**config.mk**
```make
export PLATFORM = sky130hd
export DESIGN_NAME = rtcu_core
export DESIGN_NICKNAME = d
export VERILOG_FILES = /design/src/rtcu_pkg.sv /design/src/rtcu_core.sv
export SDC_FILE = /design/constraint.sdc
export NUM_CORES = 1
export LEC_CHECK = 0
export BUFFER_PORTS_ARGS = -buffer_cell sky130_fd_sc_hd__buf_2
export CAP_MARGIN = 25
export CORE_MARGIN = 4
export CORE_UTILIZATION = 45
export CTS_BUF_LIST = sky130_fd_sc_hd__clkbuf_4
export CTS_CLUSTER_SIZE = 24
export DETAILED_ROUTE_END_ITERATION = 10
export PLACE_DENSITY_LB_ADDON = 0.1
export SLEW_MARGIN = 10
export SYNTH_ARGS = -nofsm -noshare
export SYNTH_HDL_FRONTEND = slang
export SYNTH_SLANG_ARGS = --single-unit
```
**constraint.sdc**
```tcl
create_clock -name clk_sys_in -period 1.9 [get_ports clk_sys_in]
set_input_delay 0.19 -clock clk_sys_in [delete_from_list [all_inputs] [get_ports clk_sys_in]]
set_output_delay 0.19 -clock clk_sys_in [all_outputs]
set_load 0.05 [all_outputs]
```
**src/rtcu_pkg.sv**
```systemverilog
// package for the rotate-through-carry unit: widths, opcodes, phases
package rtcu_pkg;
    localparam int INSN_W = 14;
    localparam int DATA_W = 8;
    localparam int ADDR_W = 7;
    localparam int OPC_HI = 13;
    localparam int OPC_LO = 8;
    localparam int DEST_BIT = 7;
    localparam int MSB = 7;
    localparam int LSB = 0;
    localparam logic [5:0] OPC_ROT_LEFT = 6'h0D;
    localparam logic [5:0] OPC_ROT_RIGHT = 6'h0C;
    localparam logic [DATA_W-1:0] DATA_RST = 8'h00;
    localparam logic [ADDR_W-1:0] ADDR_RST = 7'h00;

    // one instruction cycle is four phases
    typedef enum logic [1:0] {
        RTCU_Q1 = 2'b00,
        RTCU_Q2 = 2'b01,
        RTCU_Q3 = 2'b10,
        RTCU_Q4 = 2'b11
    } rtcu_phase_t;

    typedef enum logic [1:0] {
        RTCU_OP_NONE = 2'b00,
        RTCU_OP_LEFT = 2'b01,
        RTCU_OP_RIGHT = 2'b10
    } rtcu_op_t;

    // file register write port
    typedef struct packed {
        logic we;
        logic [ADDR_W-1:0] addr;
        logic [DATA_W-1:0] data;
    } rtcu_fwr_t;

    // whole module state
    typedef struct packed {
        logic [1:0] rst_sync;
        rtcu_phase_t phase;
        rtcu_op_t op;
        logic dest;
        logic [ADDR_W-1:0] addr;
        logic [DATA_W-1:0] operand;
        logic [DATA_W-1:0] result;
        logic carry_new;
        logic [DATA_W-1:0] acc;
        logic carry;
        logic fre;
        rtcu_fwr_t fwr;
    } rtcu_state_t;
endpackage

```
**src/rtcu_core.sv**
```systemverilog
// rotate-through-carry datapath slice, four phases per instruction cycle
`timescale 1ns/1ps
module rtcu_core
    import rtcu_pkg::*;
(
    input wire logic clk_sys_in,
    input wire logic arst_n_in,
    input wire logic clk_en_in,
    input wire logic [INSN_W-1:0] insn_in,
    input wire logic [DATA_W-1:0] freg_rdata_in,
    input wire logic acc_load_in,
    input wire logic [DATA_W-1:0] acc_load_data_in,
    input wire logic carry_load_in,
    input wire logic carry_load_data_in,
    output logic [ADDR_W-1:0] freg_addr_out,
    output logic freg_re_out,
    output logic freg_we_out,
    output logic [DATA_W-1:0] freg_wdata_out,
    output logic [DATA_W-1:0] acc_out,
    output logic carry_out,
    output logic zero_we_out,
    output logic dcarry_we_out,
    output logic [1:0] phase_out,
    output logic busy_out
);
    rtcu_state_t state_reg;
    rtcu_state_t state_next;
    logic rst_n;

    // ------------------------------------------------------------
    // functions
    // ------------------------------------------------------------
    // classify the opcode field of an instruction word
    function automatic rtcu_op_t decode_op(input logic [INSN_W-1:0] w);
        if (w[OPC_HI:OPC_LO] == OPC_ROT_LEFT) begin
            decode_op = RTCU_OP_LEFT;
        end else if (w[OPC_HI:OPC_LO] == OPC_ROT_RIGHT) begin
            decode_op = RTCU_OP_RIGHT;
        end else begin
            decode_op = RTCU_OP_NONE;
        end
    endfunction

    // rotate one place through carry; result in low byte, carry on top
    function automatic logic [DATA_W:0] rotate(input rtcu_op_t op,
            input logic [DATA_W-1:0] v, input logic c);
        if (op == RTCU_OP_LEFT) begin
            rotate = {v[MSB], v[MSB-1:0], c};
        end else begin
            rotate = {v[LSB], c, v[MSB:1]};
        end
    endfunction

    // ------------------------------------------------------------
    // reset release
    // ------------------------------------------------------------
    // release is synchronised so all state leaves reset on one edge
    assign rst_n = state_reg.rst_sync[1];

    // ------------------------------------------------------------
    // next state
    // ------------------------------------------------------------
    always_comb begin
        logic [DATA_W:0] rot;
        rot = '0;
        state_next = state_reg;
        state_next.rst_sync = {state_reg.rst_sync[0], 1'b1};
        state_next.fre = 1'b0;
        state_next.fwr.we = 1'b0;
        if (!rst_n) begin
            state_next.phase = RTCU_Q1;
            state_next.op = RTCU_OP_NONE;
        end else begin
            // external loads of accumulator and carry from the rest of core
            if (acc_load_in) begin
                state_next.acc = acc_load_data_in;
            end
            if (carry_load_in) begin
                state_next.carry = carry_load_data_in;
            end
            case (state_reg.phase)
                RTCU_Q1: begin
                    state_next.op = decode_op(insn_in);
                    state_next.dest = insn_in[DEST_BIT];
                    state_next.addr = insn_in[ADDR_W-1:0];
                    state_next.phase = RTCU_Q2;
                end
                RTCU_Q2: begin
                    // read phase: strobe request, sample data
                    state_next.operand = freg_rdata_in;
                    state_next.phase = RTCU_Q3;
                end
                RTCU_Q3: begin
                    rot = rotate(state_reg.op, state_reg.operand,
                        state_reg.carry);
                    state_next.result = rot[DATA_W-1:0];
                    state_next.carry_new = rot[DATA_W];
                    state_next.phase = RTCU_Q4;
                    if (state_reg.op != RTCU_OP_NONE && state_reg.dest) begin
                        // write request registered to show in Q4
                        state_next.fwr.we = 1'b1;
                        state_next.fwr.addr = state_reg.addr;
                        state_next.fwr.data = rot[DATA_W-1:0];
                    end
                end
                RTCU_Q4: begin
                    // write phase; the rotate outranks an external load
                    if (state_reg.op != RTCU_OP_NONE) begin
                        state_next.carry = state_reg.carry_new;
                        if (!state_reg.dest) begin
                            state_next.acc = state_reg.result;
                        end
                    end
                    state_next.phase = RTCU_Q1;
                end
                default: begin
                    state_next.phase = RTCU_Q1;
                end
            endcase
            if (state_next.phase == RTCU_Q2 &&
                    state_next.op != RTCU_OP_NONE) begin
                state_next.fre = 1'b1; // read strobe during Q2
            end
        end
    end

    // ------------------------------------------------------------
    // state register
    // ------------------------------------------------------------
    // clock enable low freezes every bit, phase counter included
    always_ff @(posedge clk_sys_in or negedge arst_n_in) begin
        if (!arst_n_in) begin
            state_reg <= '{rst_sync: 2'b00, phase: RTCU_Q1,
                op: RTCU_OP_NONE, dest: 1'b0, addr: ADDR_RST,
                operand: DATA_RST, result: DATA_RST, carry_new: 1'b0,
                acc: DATA_RST, carry: 1'b0, fre: 1'b0,
                fwr: '{we: 1'b0, addr: ADDR_RST, data: DATA_RST}};
        end else if (clk_en_in) begin
            state_reg <= state_next;
        end
    end

    // ------------------------------------------------------------
    // outputs
    // ------------------------------------------------------------
    assign freg_addr_out = state_reg.fwr.we ? state_reg.fwr.addr
        : state_reg.addr;
    assign freg_re_out = state_reg.fre;
    assign freg_we_out = state_reg.fwr.we;
    assign freg_wdata_out = state_reg.fwr.data;
    assign acc_out = state_reg.acc;
    assign carry_out = state_reg.carry;
    // rotates never touch zero or digit-carry
    assign zero_we_out = 1'b0;
    assign dcarry_we_out = 1'b0;
    assign phase_out = state_reg.phase;
    assign busy_out = state_reg.op != RTCU_OP_NONE;
endmodule

```
==> flow_metrics.env <==
export IMPL_status="complete, no violations"
export IMPL_synth_simple_area_share=0.112
export IMPL_dieWidth_um=87.3
export IMPL_rows=28
export IMPL_clockBufferDepth=2
export IMPL_seq_area_frac_synth=0.505
export IMPL_grt_pass1_wl_um=9710
export IMPL_power_density_mw_per_mm2=1100
export IMPL_cts_tree="done"
export IMPL_gp_congestion=0.698
export IMPL_synth_top_area_frac=0.505
export IMPL_ctsRootBufferMaster="clkbuf_4"
export IMPL_ys_flop_type="dfrtp_1"
export IMPL_holdWs_ns=0.0216
export IMPL_rr_worst_depth=5
export IMPL_drt_wl_total_um=5700
export IMPL_hold_violations=0
export IMPL_cts_resized=0
export IMPL_yosysTopAreaCell="dfrtp_1"
export IMPL_synth_xor_area_frac=0
export IMPL_largest_reg_flops=34
export IMPL_antenna_cells=0
export IMPL_path_class="flop to primary output"
export IMPL_fill_cells=557
export IMPL_clkTransAtPathRegs_ns=0.10
export IMPL_via_count=1968
export IMPL_layout_cells_most_common="buf_2"
export IMPL_timing_rr_end="state_reg[13]"
export IMPL_synth_compound_area_frac=0.0686
export IMPL_synth_adder_area_share=0.0177
export IMPL_holdPathEnd="state_reg[40]"
export IMPL_crit_path_start_kind="flop"
export IMPL_multi_input_area_mm2=0.00117
export IMPL_r2r_start="phase_out[0]"
export IMPL_rsz0062_at_grt="no"
export IMPL_area_growth_pct=15.6
export IMPL_critPathArrivalTime_ns=1.54
export IMPL_synth_seq_cells=57
export IMPL_drive_gt1_frac=0.408
export IMPL_mappedNetlistArea_mm2=0.00283
export IMPL_hold_class="primary input to flop"
export IMPL_grt_pass1_vias=1950
export IMPL_cp_required_ns=1.71
export IMPL_synth_top_family_by_area="multiplexers"
export IMPL_finalSetupViolCount=0
export IMPL_start_util=0.472
export IMPL_portBuffers=64
export IMPL_drc=0
export IMPL_synth_async_reset_ratio=1.00
export IMPL_final_cell_mix="buf_2 (64), dfrtp_1 (57), mux2_2 (33), mux2_1 (18), nand4_1 (18)"
export IMPL_register_area_mm2=0.00143
export IMPL_synth_distinct_cells=30
export IMPL_synth_edf_count=0
export IMPL_drt_iter0_drc=91
export IMPL_final_nets=334
export IMPL_antenna_found_initial=0
export IMPL_avgViaCountPerCell=5.26
export IMPL_drtPass1Iterations=4
export IMPL_grt_overflow_total=0
export IMPL_core_area_mm2=0.00599
export IMPL_synthTopCellsByArea="dfrtp_1 (50%), mux2_2 (13%), mux2_1 (7.2%)"
export IMPL_period_minus_slack_ns=1.73
export IMPL_worst_slew_pin_slew_ns=0.539
export IMPL_grt_max_degree=37
export IMPL_avgSynthCellArea_um2=11.9
export IMPL_io_pins=67
export IMPL_cts_sinks=57
export IMPL_slew_limit_headroom=0.640
export IMPL_final_max_slew_violation_count=0
export IMPL_die_h_um=87.3
export IMPL_synthMuxAreaShare=0.214
export IMPL_detail_route_antenna_nets=0
export IMPL_leakagePower_nw=1.55
export IMPL_fin_setup_tns_ns=0
export IMPL_stdcell_count=374
export IMPL_syn_inst=237
export IMPL_finalCritPeriodShare=0.911
export IMPL_ys_warn_count=0
export IMPL_worstHoldStart="freg_rdata_in[5]"
export IMPL_end_kind="primary output"
export IMPL_rrSetupSlack_ns=0.18
export IMPL_clk_latency_ns=0.37
export IMPL_ir_drop_uv=534
export IMPL_htreeDepth=3
export IMPL_fin_skew_ns=0.00861
export IMPL_cts_buffers=9
export IMPL_track_usage=0.165
export IMPL_maxCapViolCount=0
export IMPL_dieArea_mm2=0.00761
export IMPL_clock_fmax_ghz=0.577
export IMPL_hpwl_um=4070
export IMPL_critical_path_peak_fanout=9
export IMPL_whs_path_depth=2
export IMPL_wl_per_cell_um=15.2
export IMPL_place_inst=351
==> cell families (layout without fill, tap and decap cells) <==
logic type      after synthesis  after routing
simple gates                 52             52
other cells                   1              2
mux                          54             54
compound gates               30             30
fa+ha+maj                     4              4
flops                        57             57
buf+inv                      39            100
==> worst max-delay path, cell delays in order (launching register included) <==
cell and delay (ns):
dfrtp_1 0.57, mux2_2 0.38, buf_2 0.21
==> Yosys cell counts (2+ instances only) <==
library cell  number
nand3_1            2
o21ai_0           14
nand3b_1           2
o21ai_1            3
o2bb2ai_1          2
dfrtp_1           57
ha_1               4
mux2_2            33
mux2i_1            3
nor2b_1            9
o2111ai_1          8
buf_2              4
inv_1              7
mux2_1            18
nand4_1           18
nand2_1           13
buf_4             21
or2_2              2
clkbuf_1           6
==> worst max path at each step <==
stage,slack [ns],endpoint,cells past startpoint,from
finish,0.17,freg_addr_out[2],2,freg_we_out
global route,0.06,freg_addr_out[6],2,freg_we_out
CTS,0.11,freg_addr_out[2],2,freg_we_out
detailed placement,0.18,state_reg[13],5,phase_out[0]
global placement,0.22,freg_wdata_out[5],5,phase_out[0]
floorplan,0.27,freg_wdata_out[0],6,phase_out[0]
==> report_power, final <==
group	total, W	internal (W)	switching, W	leakage (nW)
clock network	0.000684	0.000263	0.000421	0.0601
registers	0.00170	0.00150	0.000200	0.707
logic	0.00120	0.000443	0.000759	0.779
==> timing repair <==
| action | CTS | global route |
|---|---|---|
| hold endpoints to repair | 24 | 3 |
| setup buffers | 0 | 0 |
| hold buffers | 4 | 3 |
==> area by class of cell <==
type / instances / area share
Timing Repair Buffer: 77 / 0.137
Clock buffer: 10 / 0.0230
Tap cell: 75 / 0.0287
Sequential cell: 57 / 0.436
Multi-Input combinational cell: 142 / 0.359
Inverter: 7 / 0.00804
Clock inverter: 6 / 0.00766
==> per-layer routing <==
| layer | GRT usage | wire [µm] | share of wire |
|---|---|---|---|
| met5 | 0 | 0 | 0 |
| met4 | 0.0711 | 61 | 0.011 |
| met3 | 0.0407 | 379 | 0.067 |
| met2 | 0.232 | 2480 | 0.44 |
| met1 | 0.241 | 2780 | 0.49 |
==> stage by stage <==
step	setup WS (ns)	area, µm²	utilization	total power [W]
3_3_place_gp	0.222	3100	0.517	0.00290
2_1_floorplan	0.273	2830	-	0.00266
4_1_cts	0.111	3240	0.541	0.00364
5_1_grt	0.0583	3270	0.546	0.00385
6_report	0.168	3270	0.546	0.00359
3_5_place_dp	0.180	3100	0.517	0.00293
(Power assumes the default switching activity.)
